[src/rtl/feq_pkg.sv]
// Purpose: Shared constants for the channel-A equalizer coefficient block
// Assumes: Byte-addressed register port, 24-bit data, 12-bit samples
// Notes:   Coefficient offsets are byte addresses; registers may be 2 or 3 bytes

package feq_pkg;

  // ----------------------------------------------------------------
  // Register port
  // ----------------------------------------------------------------
  localparam int ADDR_W = 12;
  localparam int DATA_W = 24;

  localparam logic [ADDR_W-1:0] ADDR_CFG        = 12'h410;
  localparam logic [ADDR_W-1:0] ADDR_STATUS     = 12'h411;
  localparam logic [ADDR_W-1:0] ADDR_TAP4       = 12'h41e;
  localparam logic [ADDR_W-1:0] ADDR_CENTER     = 12'h420;
  localparam logic [ADDR_W-1:0] ADDR_TAP6       = 12'h423;
  localparam logic [ADDR_W-1:0] ADDR_TAP7       = 12'h425;
  localparam logic [ADDR_W-1:0] ADDR_TAP8       = 12'h427;

  // ----------------------------------------------------------------
  // Coefficient layout
  // ----------------------------------------------------------------
  localparam int NUM_TAPS   = 9;
  localparam int CENTER_IDX = 4;
  localparam int SIDE_W     = 12;
  localparam int CENTER_W   = 18;
  localparam int FRAC_W     = 16;

  localparam logic [SIDE_W-1:0]   SIDE_RESET   = 12'h000;
  localparam logic [CENTER_W-1:0] CENTER_RESET = 18'h00000;

  // ----------------------------------------------------------------
  // Configuration fields
  // ----------------------------------------------------------------
  localparam int MODE_LSB  = 0;
  localparam int MODE_W    = 2;
  localparam int SCW_LSB   = 2;
  localparam int SCW_W     = 3;
  localparam int MERGE_BIT = 5;

  localparam logic [MODE_W-1:0] MODE_BYPASS = 2'h0;
  localparam logic [MODE_W-1:0] MODE_ENABLE = 2'h2;
  localparam logic [SCW_W-1:0]  SCW_MAX     = 3'h6;
  localparam logic [SCW_W-1:0]  SCW_RESET   = 3'h0;

  localparam int STAT_ACTIVE_BIT = 0;
  localparam int STAT_RSVD_BIT   = 1;
  localparam int STAT_MERGE_BIT  = 2;
  localparam int STAT_LEVEL_LSB  = 3;

  // ----------------------------------------------------------------
  // Datapath
  // ----------------------------------------------------------------
  localparam int SAMPLE_W   = 12;
  localparam int ACC_W      = 36;
  localparam int FIFO_DEPTH = 4;
  localparam int LEVEL_W    = 3;

  typedef enum logic {
    PHASE_A,
    PHASE_B
  } feq_phase_type;

endpackage

[src/rtl/feq_fifo.sv]
// Purpose: Small synchronous FIFO between the filter and the serial path
// Assumes: DEPTH is a power of two; one clock
// Notes:   Full and empty come from an occupancy count, not pointer guesses

`timescale 1ns/1ps

module feq_fifo #(
  parameter int WIDTH   = 12,
  parameter int DEPTH   = 4,
  parameter int LEVEL_W = 3
) (
  input  wire logic               clk_sys,
  input  wire logic               rst_sync_n,
  input  wire logic               in_valid,
  output logic                    in_ready,
  input  wire logic [WIDTH-1:0]   in_data,
  output logic                    out_valid,
  input  wire logic               out_ready,
  output logic      [WIDTH-1:0]   out_data,
  output logic      [LEVEL_W-1:0] level
);

  localparam int PTR_W = $clog2(DEPTH);

  logic [WIDTH-1:0] mem [DEPTH];
  logic [PTR_W-1:0] wr_ptr;
  logic [PTR_W-1:0] rd_ptr;
  logic             push;
  logic             pop;

  assign in_ready  = (level != LEVEL_W'(DEPTH));
  assign out_valid = (level != '0);
  assign out_data  = mem[rd_ptr];
  assign push      = in_valid && in_ready;
  assign pop       = out_valid && out_ready;

  always_ff @(posedge clk_sys) begin
    if (push) begin
      mem[wr_ptr] <= in_data;
    end
  end

  always_ff @(posedge clk_sys or negedge rst_sync_n) begin
    if (!rst_sync_n) begin
      wr_ptr <= '0;
      rd_ptr <= '0;
      level  <= '0;
    end else begin
      if (push) begin
        wr_ptr <= wr_ptr + PTR_W'(1);
      end
      if (pop) begin
        rd_ptr <= rd_ptr + PTR_W'(1);
      end
      if (push && !pop) begin
        level <= level + LEVEL_W'(1);
      end else if (pop && !push) begin
        level <= level - LEVEL_W'(1);
      end
    end
  end

endmodule

[src/rtl/feq_equalizer.sv]
// Purpose: Channel-A equalizer coefficients for taps four to eight and the
//          nine-tap filter datapath they steer
// Assumes: Taps one to three and nine arrive from the neighbouring block
// Notes:   Output goes through a four-word FIFO toward the serial path

`timescale 1ns/1ps

module feq_equalizer (
  input  wire logic                             clk_sys,
  input  wire logic                             rst_n,
  input  wire logic [feq_pkg::ADDR_W-1:0]       reg_addr,
  input  wire logic [feq_pkg::DATA_W-1:0]       reg_wdata,
  input  wire logic                             reg_wr,
  input  wire logic                             reg_rd,
  output logic      [feq_pkg::DATA_W-1:0]       reg_rdata,
  input  wire logic                             serial_link_enable,
  input  wire logic [feq_pkg::SIDE_W-1:0]       ext_tap1_coeff,
  input  wire logic [feq_pkg::SIDE_W-1:0]       ext_tap2_coeff,
  input  wire logic [feq_pkg::SIDE_W-1:0]       ext_tap3_coeff,
  input  wire logic [feq_pkg::SIDE_W-1:0]       ext_tap9_coeff,
  input  wire logic                             in_valid,
  output logic                                  in_ready,
  input  wire logic [feq_pkg::SAMPLE_W-1:0]     in_sample_a,
  input  wire logic [feq_pkg::SAMPLE_W-1:0]     in_sample_b,
  output logic                                  out_valid,
  input  wire logic                             out_ready,
  output logic      [feq_pkg::SAMPLE_W-1:0]     out_sample
);

  import feq_pkg::*;

  // ----------------------------------------------------------------
  // Reset release
  // ----------------------------------------------------------------
  logic rst_meta_n;
  logic rst_sync_n;

  always_ff @(posedge clk_sys or negedge rst_n) begin
    if (!rst_n) begin
      rst_meta_n <= 1'b0;
      rst_sync_n <= 1'b0;
    end else begin
      rst_meta_n <= 1'b1;
      rst_sync_n <= rst_meta_n;
    end
  end

  // ----------------------------------------------------------------
  // Configuration and coefficient registers
  // ----------------------------------------------------------------
  logic        [MODE_W-1:0]   equalizer_mode_select;
  logic        [SCW_W-1:0]    side_coeff_weight;
  logic                       equalizer_merge_flag;
  logic signed [SIDE_W-1:0]   chan_a_tap4_coeff;
  logic signed [CENTER_W-1:0] chan_a_center_tap_coeff;
  logic signed [SIDE_W-1:0]   chan_a_tap6_coeff;
  logic signed [SIDE_W-1:0]   chan_a_tap7_coeff;
  logic signed [SIDE_W-1:0]   chan_a_tap8_coeff;

  // Link enable is not checked: software keeps writes to idle periods
  always_ff @(posedge clk_sys or negedge rst_sync_n) begin
    if (!rst_sync_n) begin
      equalizer_mode_select <= MODE_BYPASS;
      side_coeff_weight     <= SCW_RESET;
      equalizer_merge_flag  <= 1'b0;
    end else if (reg_wr && reg_addr == ADDR_CFG) begin
      equalizer_mode_select <= reg_wdata[MODE_LSB +: MODE_W];
      side_coeff_weight     <= reg_wdata[SCW_LSB +: SCW_W];
      equalizer_merge_flag  <= reg_wdata[MERGE_BIT];
    end
  end

  always_ff @(posedge clk_sys or negedge rst_sync_n) begin
    if (!rst_sync_n) begin
      chan_a_tap4_coeff       <= SIDE_RESET;
      chan_a_center_tap_coeff <= CENTER_RESET;
      chan_a_tap6_coeff       <= SIDE_RESET;
      chan_a_tap7_coeff       <= SIDE_RESET;
      chan_a_tap8_coeff       <= SIDE_RESET;
    end else if (reg_wr) begin
      unique case (reg_addr)
        ADDR_TAP4: begin
          chan_a_tap4_coeff <= reg_wdata[SIDE_W-1:0];
        end
        ADDR_CENTER: begin
          chan_a_center_tap_coeff <= reg_wdata[CENTER_W-1:0];
        end
        ADDR_TAP6: begin
          chan_a_tap6_coeff <= reg_wdata[SIDE_W-1:0];
        end
        ADDR_TAP7: begin
          chan_a_tap7_coeff <= reg_wdata[SIDE_W-1:0];
        end
        ADDR_TAP8: begin
          chan_a_tap8_coeff <= reg_wdata[SIDE_W-1:0];
        end
        default: begin
        end
      endcase
    end
  end

  // ----------------------------------------------------------------
  // Derived settings
  // ----------------------------------------------------------------
  logic             filter_on;
  logic             mode_reserved;
  logic [SCW_W-1:0] weight_used;

  assign filter_on     = (equalizer_mode_select == MODE_ENABLE);
  assign mode_reserved = !filter_on && (equalizer_mode_select != MODE_BYPASS);
  // Weights beyond the legal range saturate rather than overflow the sum
  assign weight_used   = (side_coeff_weight > SCW_MAX) ? SCW_MAX : side_coeff_weight;

  // ----------------------------------------------------------------
  // Register read-back
  // ----------------------------------------------------------------
  logic [LEVEL_W-1:0] fifo_level;
  logic [DATA_W-1:0]  next_rdata;

  always_comb begin
    next_rdata = '0;
    unique case (reg_addr)
      ADDR_CFG: begin
        next_rdata[MODE_LSB +: MODE_W] = equalizer_mode_select;
        next_rdata[SCW_LSB +: SCW_W]   = side_coeff_weight;
        next_rdata[MERGE_BIT]          = equalizer_merge_flag;
      end
      ADDR_STATUS: begin
        next_rdata[STAT_ACTIVE_BIT]              = filter_on;
        next_rdata[STAT_RSVD_BIT]                = mode_reserved;
        next_rdata[STAT_MERGE_BIT]               = equalizer_merge_flag;
        next_rdata[STAT_LEVEL_LSB +: LEVEL_W]    = fifo_level;
      end
      ADDR_TAP4: begin
        next_rdata[SIDE_W-1:0] = chan_a_tap4_coeff;
      end
      ADDR_CENTER: begin
        next_rdata[CENTER_W-1:0] = chan_a_center_tap_coeff;
      end
      ADDR_TAP6: begin
        next_rdata[SIDE_W-1:0] = chan_a_tap6_coeff;
      end
      ADDR_TAP7: begin
        next_rdata[SIDE_W-1:0] = chan_a_tap7_coeff;
      end
      ADDR_TAP8: begin
        next_rdata[SIDE_W-1:0] = chan_a_tap8_coeff;
      end
      default: begin
        next_rdata = '0;
      end
    endcase
  end

  // Data only valid the cycle after a read strobe; zero otherwise
  always_ff @(posedge clk_sys or negedge rst_sync_n) begin
    if (!rst_sync_n) begin
      reg_rdata <= '0;
    end else if (reg_rd) begin
      reg_rdata <= next_rdata;
    end else begin
      reg_rdata <= '0;
    end
  end

  // ----------------------------------------------------------------
  // Tap coefficient assembly
  // ----------------------------------------------------------------
  logic signed [SIDE_W-1:0] side_coeff [NUM_TAPS];

  // Same tap mapping serves dual and merged modes
  always_comb begin
    side_coeff[0] = ext_tap1_coeff;
    side_coeff[1] = ext_tap2_coeff;
    side_coeff[2] = ext_tap3_coeff;
    side_coeff[3] = chan_a_tap4_coeff;
    side_coeff[4] = SIDE_RESET;
    side_coeff[5] = chan_a_tap6_coeff;
    side_coeff[6] = chan_a_tap7_coeff;
    side_coeff[7] = chan_a_tap8_coeff;
    side_coeff[8] = ext_tap9_coeff;
  end

  // ----------------------------------------------------------------
  // Input sequencing and delay line
  // ----------------------------------------------------------------
  feq_phase_type             phase;
  logic signed [SAMPLE_W-1:0] delay_line [NUM_TAPS];
  logic                      fifo_in_ready;
  logic                      res_valid;
  logic                      step;
  logic signed [SAMPLE_W-1:0] next_sample;

  // The pipeline advances only when the result slot is empty or can drain
  assign step = in_valid && (!res_valid || fifo_in_ready);

  // Merged mode takes A then B from one beat, so the beat is held one cycle
  assign in_ready = (!res_valid || fifo_in_ready)
                    && (!equalizer_merge_flag || phase == PHASE_B);

  assign next_sample = (equalizer_merge_flag && phase == PHASE_B)
                       ? in_sample_b : in_sample_a;

  always_ff @(posedge clk_sys or negedge rst_sync_n) begin
    if (!rst_sync_n) begin
      phase <= PHASE_A;
    end else if (!equalizer_merge_flag) begin
      phase <= PHASE_A;
    end else if (step) begin
      unique case (phase)
        PHASE_A: phase <= PHASE_B;
        PHASE_B: phase <= PHASE_A;
      endcase
    end
  end

  always_ff @(posedge clk_sys or negedge rst_sync_n) begin
    if (!rst_sync_n) begin
      for (int i = 0; i < NUM_TAPS; i++) begin
        delay_line[i] <= '0;
      end
    end else if (step) begin
      delay_line[0] <= next_sample;
      for (int i = 1; i < NUM_TAPS; i++) begin
        delay_line[i] <= delay_line[i-1];
      end
    end
  end

  // ----------------------------------------------------------------
  // Multiply-accumulate
  // ----------------------------------------------------------------
  logic signed [ACC_W-1:0]    acc;
  logic signed [ACC_W-1:0]    scaled;
  logic signed [SAMPLE_W-1:0] filtered;
  logic signed [SAMPLE_W-1:0] window [NUM_TAPS];

  // Window includes the sample being shifted in this cycle
  always_comb begin
    window[0] = next_sample;
    for (int i = 1; i < NUM_TAPS; i++) begin
      window[i] = delay_line[i-1];
    end
  end

  // Everything is summed in units of two to the minus sixteen
  always_comb begin
    acc = '0;
    for (int i = 0; i < NUM_TAPS; i++) begin
      if (i == CENTER_IDX) begin
        acc = acc + ACC_W'(window[i]) * ACC_W'(chan_a_center_tap_coeff);
      end else begin
        acc = acc + ((ACC_W'(window[i]) * ACC_W'(side_coeff[i])) <<< weight_used);
      end
    end
  end

  // Drop the fraction and saturate to the sample width
  localparam logic signed [ACC_W-1:0] SAT_MAX = ACC_W'((1 <<< (SAMPLE_W - 1)) - 1);
  localparam logic signed [ACC_W-1:0] SAT_MIN = -ACC_W'(1 <<< (SAMPLE_W - 1));

  always_comb begin
    scaled = acc >>> FRAC_W;
    if (scaled > SAT_MAX) begin
      filtered = SAMPLE_W'(SAT_MAX);
    end else if (scaled < SAT_MIN) begin
      filtered = SAMPLE_W'(SAT_MIN);
    end else begin
      filtered = scaled[SAMPLE_W-1:0];
    end
  end

  // ----------------------------------------------------------------
  // Result register
  // ----------------------------------------------------------------
  logic [SAMPLE_W-1:0] result;

  // Bypass and reserved modes pass the raw sample
  always_ff @(posedge clk_sys or negedge rst_sync_n) begin
    if (!rst_sync_n) begin
      result    <= '0;
      res_valid <= 1'b0;
    end else if (step) begin
      result    <= filter_on ? filtered : next_sample;
      res_valid <= 1'b1;
    end else if (fifo_in_ready) begin
      res_valid <= 1'b0;
    end
  end

  // ----------------------------------------------------------------
  // Output FIFO
  // ----------------------------------------------------------------
  feq_fifo #(
    .WIDTH   (SAMPLE_W),
    .DEPTH   (FIFO_DEPTH),
    .LEVEL_W (LEVEL_W)
  ) u_fifo (
    .clk_sys    (clk_sys),
    .rst_sync_n (rst_sync_n),
    .in_valid   (res_valid),
    .in_ready   (fifo_in_ready),
    .in_data    (result),
    .out_valid  (out_valid),
    .out_ready  (out_ready),
    .out_data   (out_sample),
    .level      (fifo_level)
  );

endmodule

[config.mk]
export PLATFORM = sky130hd
export DESIGN_NAME = feq_equalizer
export DESIGN_NICKNAME = d
export VERILOG_FILES = /design/src/rtl/feq_pkg.sv /design/src/rtl/feq_fifo.sv /design/src/rtl/feq_equalizer.sv
export SDC_FILE = /design/constraint.sdc
export NUM_CORES = 2
export LEC_CHECK = 0
export ABC_AREA = 0
export BUFFER_PORTS_ARGS = -buffer_cell sky130_fd_sc_hd__buf_2
export CAP_MARGIN = 20
export CORE_MARGIN = 10
export CORE_UTILIZATION = 58
export DETAILED_ROUTE_END_ITERATION = 16
export GPL_ROUTABILITY_DRIVEN = 0
export PLACE_DENSITY_LB_ADDON = 0.3
export SLEW_MARGIN = 20
export SYNTH_ARGS = -nofsm -noshare
export SYNTH_HDL_FRONTEND = slang
export SYNTH_SLANG_ARGS = --single-unit
[constraint.sdc]
create_clock -name clk_sys -period 7.9 [get_ports clk_sys]
set_input_delay 0.79 -clock clk_sys [delete_from_list [all_inputs] [get_ports clk_sys]]
set_output_delay 0.79 -clock clk_sys [all_outputs]
set_load 0.02 [all_outputs]
==> impl_metrics.csv <==
group,metric,value,unit
final_layout,multi_input_area,60400,um^2
final_layout,finalInstanceArea,88200,um^2
status,run_status,"complete, but fails checks",
sta,setup_total_negative_slack,-53040,ps
clock_network,cts_buffers,36,
job,max_cap_viol_count,0,
clock_network,h-tree-depth,2,
final_layout,post_route_cells_drive_above_1_share,21.7,%
final_layout,synthToLayoutAreaGrowth,18.7,%
die,placement_rows,131,
sta,report.final.slew_viol_count,0,
synthesis,synth-async-reset-ratio,81.3,%
sta,final_hold_viol_count,0,
synthesis,synth_top_family_by_area,"adder cells",
final_layout,fillCellCount,9446,
grt,gr-total-overflow,0,
clock_network,clk_pin_slew_worst_paths,60,ps
die,die-height,378,um
synthesis,netlist.area_leader.share,42.3,%
synthesis,fraction_of_the_mapped_netlist_area_in_simple_logic_gates,13.0,%
synthesis,synth-compound-area-share,6.76,%
grt,grt_antenna_before_repair,5,
synthesis,synthesis.instances,8077,
critical_path,worst_setup_path_end_kind,"flip-flop",
sta,fmax,0.0807,GHz
final_layout,sequential_cell_area,6730,um^2
critical_path,worstPathArrival,12890,ps
synthesis,synth-adder-area-share,50.8,%
die,die_area,143000,um^2
grt,grt_util_all_layers,31.6,%
synthesis,synth.cell_area,74300,um^2
clock_network,cts_tree,"yes",
sta,timing.slew.headroom,25.7,%
critical_path,path_max_fanout,5,
route,drt_iter0_markers,5681,
die,core_region_area,127000,um^2
die,i_o_pins,153,
placement,hpwlAfterDp,187000,um
sta,layout_worst_path_cycle_share,157,%
route,post-route-drc-count,0,
synthesis,postSynth.topFlopCell,"sky130_fd_sc_hd__dfrtp_1",
sta,post-route-min-period,12390,ps
synthesis,yosys.area.top_type,"sky130_fd_sc_hd__fa_1",
synthesis,synth_cell_types,96,
placement,place_area,85800,um^2
grt,grt_first_pass_wirelength,355000,um
clock_network,clockBufferDepth,3,
synthesis,ys_ff_latch,257,
final_layout,post_layout_nonfiller_instances,10900,
final_layout,final_cell_mix,"1777 x sky130_fd_sc_hd__inv_1, 1553 x sky130_fd_sc_hd__fa_1, 1275 x sky130_fd_sc_hd__buf_4, 1126 x sky130_fd_sc_hd__nand2_1, 491 x sky130_fd_sc_hd__ha_1",
route,detailroute.via_count,61200,
die,initial_core_utilization,58.3,%
status,violations_in_the_final_reports,"negative setup slack",
route,wire_per_inst,20.4,um
critical_path,path_class,"reg2reg",
synthesis,synth_seq_area_share,8.98,%
critical_path,critPathMostFrequentCell,"sky130_fd_sc_hd__fa_1",
placement,dp_slack,-4720,ps
route,antenna_left,0,
synthesis,post_synth.cell_area_avg,9.20,um^2
clock_network,cts.root.buffer_cell,"sky130_fd_sc_hd__clkbuf_16",
synthesis,synth-xor-area-share,2.70,%
critical_path,cp_slowest_cell,"sky130_fd_sc_hd__fa_1",
sta,rsz0062_at_grt,"yes",
final_layout,final_nets,11400,
critical_path,critical-path-max-stage-delay,550,ps
sta,tightestPinTransition,1110,ps
sta,setup_ws,-4490,ps
die,floorplan.die.width,378,um
critical_path,worstPathRequired,8400,ps
route,avgViaCountPerCell,5.62,
synthesis,synth_top_cells_by_area,"sky130_fd_sc_hd__fa_1 42%, sky130_fd_sc_hd__inv_1 9.0%, sky130_fd_sc_hd__ha_1 8.5%",
route,finalWirelength,222000,um
clock_network,cts.sink_count,257,
grt,grt_pass1_vias,66300,
synthesis,ys.warnings.count,0,
synthesis,synth_enable_flop_cells,48,
critical_path,worstSetupStartpointType,"flip-flop",
hold_path,hold_class,"reg2reg",
final_layout,mostFrequentLayoutCell,"sky130_fd_sc_hd__inv_1",
grt,grt_start_max_net_pins,120,
sta,setup_viol,12,
clock_network,worst_skew_pair.late_latency,640,ps
sta,skew,53.5,ps
route,first_pass_iters,9,
synthesis,mux_cell_area_share_after_synthesis,6.70,%
placement,buffers_on_ports,139,
placement,placedCellCount,10800,
path summary, 6_finish.rpt:
path / to / startpoint / slack, ps / cells past startpoint
max reg2reg: result[6] / delay_line[44] / -4490 / 44
max: result[6] / delay_line[44] / -4490 / 44
min: rst_sync_n / rst_meta_n / 350 / 0
max in group asynchronous: delay_line[94] / rst_sync_n / 5820 / 1
min reg2reg: rst_sync_n / rst_meta_n / 350 / 0
min in group asynchronous: delay_line[47] / rst_sync_n / 440 / 0
synth_stat cells (9+ instances only):
library cell and n:
sky130_fd_sc_hd__a211o_1 9, sky130_fd_sc_hd__a211oi_1 20, sky130_fd_sc_hd__a21o_1 65, sky130_fd_sc_hd__a21oi_1 248, sky130_fd_sc_hd__a22oi_1 10, sky130_fd_sc_hd__a31oi_1 26
sky130_fd_sc_hd__and2_1 440, sky130_fd_sc_hd__and3_1 23, sky130_fd_sc_hd__buf_1 32, sky130_fd_sc_hd__clkbuf_1 346, sky130_fd_sc_hd__dfrtp_1 209, sky130_fd_sc_hd__edfxtp_1 48
sky130_fd_sc_hd__fa_1 1568, sky130_fd_sc_hd__ha_1 507, sky130_fd_sc_hd__inv_1 1789, sky130_fd_sc_hd__mux2_2 241, sky130_fd_sc_hd__mux2i_1 179, sky130_fd_sc_hd__mux4_2 21
sky130_fd_sc_hd__nand2_1 1140, sky130_fd_sc_hd__nand2b_1 105, sky130_fd_sc_hd__nand3_1 44, sky130_fd_sc_hd__nand4_1 12, sky130_fd_sc_hd__nor2_1 224, sky130_fd_sc_hd__nor2b_1 14
sky130_fd_sc_hd__nor3_1 47, sky130_fd_sc_hd__o211ai_1 22, sky130_fd_sc_hd__o21a_1 16, sky130_fd_sc_hd__o21ai_0 184, sky130_fd_sc_hd__o21ai_1 22, sky130_fd_sc_hd__o21bai_1 28
sky130_fd_sc_hd__o221ai_1 9, sky130_fd_sc_hd__o22ai_1 18, sky130_fd_sc_hd__o31ai_1 16, sky130_fd_sc_hd__or3_1 15, sky130_fd_sc_hd__xnor2_1 172, sky130_fd_sc_hd__xor2_1 53
state kept, by name, indices dropped and copies added, names as in the netlist, 18 cells and up:
| name | flops |
|---|---|
| u_fifo.mem | 48 |
| chan_a_center_tap_coeff | 18 |
| reg_rdata | 18 |
| delay_line | 96 |
layer usage:
layer	global-route usage [%]	part of all wire, %	routed length [um]
met4	16.4	6.5	14500
met1	39.8	38	83300
met2	51.0	46	102000
met5	0	0.0090	20
met3	7.19	9.8	21800
cell type report:
cell class | instances | share of cell area [%]
repair buffers | 1459 | 12.5
diodes | 2 | 0.00568
flip-flops and latches | 257 | 7.63
well taps | 1662 | 2.36
multi-input cells | 5646 | 68.4
clock buffers | 41 | 1.05
inverters | 1795 | 7.65
clock inverters | 23 | 0.309
cell families (layout without fill, tap and decap cells):
family	count (synthesis)	after routing
XOR/XNOR	227	227
flip-flops	257	257
multiplexers	441	443
other	2	9
buffers and inverters	2182	3318
AO/OA/AOI/OAI	793	793
adder cells (fa/ha/maj)	2075	2075
AND/OR/NAND/NOR	2100	2101
per-stage QoR:
stage               utilization [%]  hold slack (ps)
floorplan                         -              331
global placement               67.3              335
detailed placement             67.3              337
CTS                            68.9              353
global route                   69.2              372
finish                         69.2              348
worst max-delay path: cells and delay by family (launching register included):
kind            cells  cell delay [ps]
xor+xnor            2              340
buf+inv             8              970
fa+ha+maj          14             6510
mux                 3              910
compound gates     11             2390
flops               1              510
simple gates        6              610
repair_timing:
action,CTS,global route
gates cloned,4,0
endpoints found under the hold margin,2,0
setup endpoints to repair,12,12
hold buffers,1,0
setup buffers,33,13
pin swaps,37,44
resized for setup,140,65
Power is left out: the tool's default activity adds up to more than one toggle a clock period on the data nets, which glitch-free logic cannot reach.
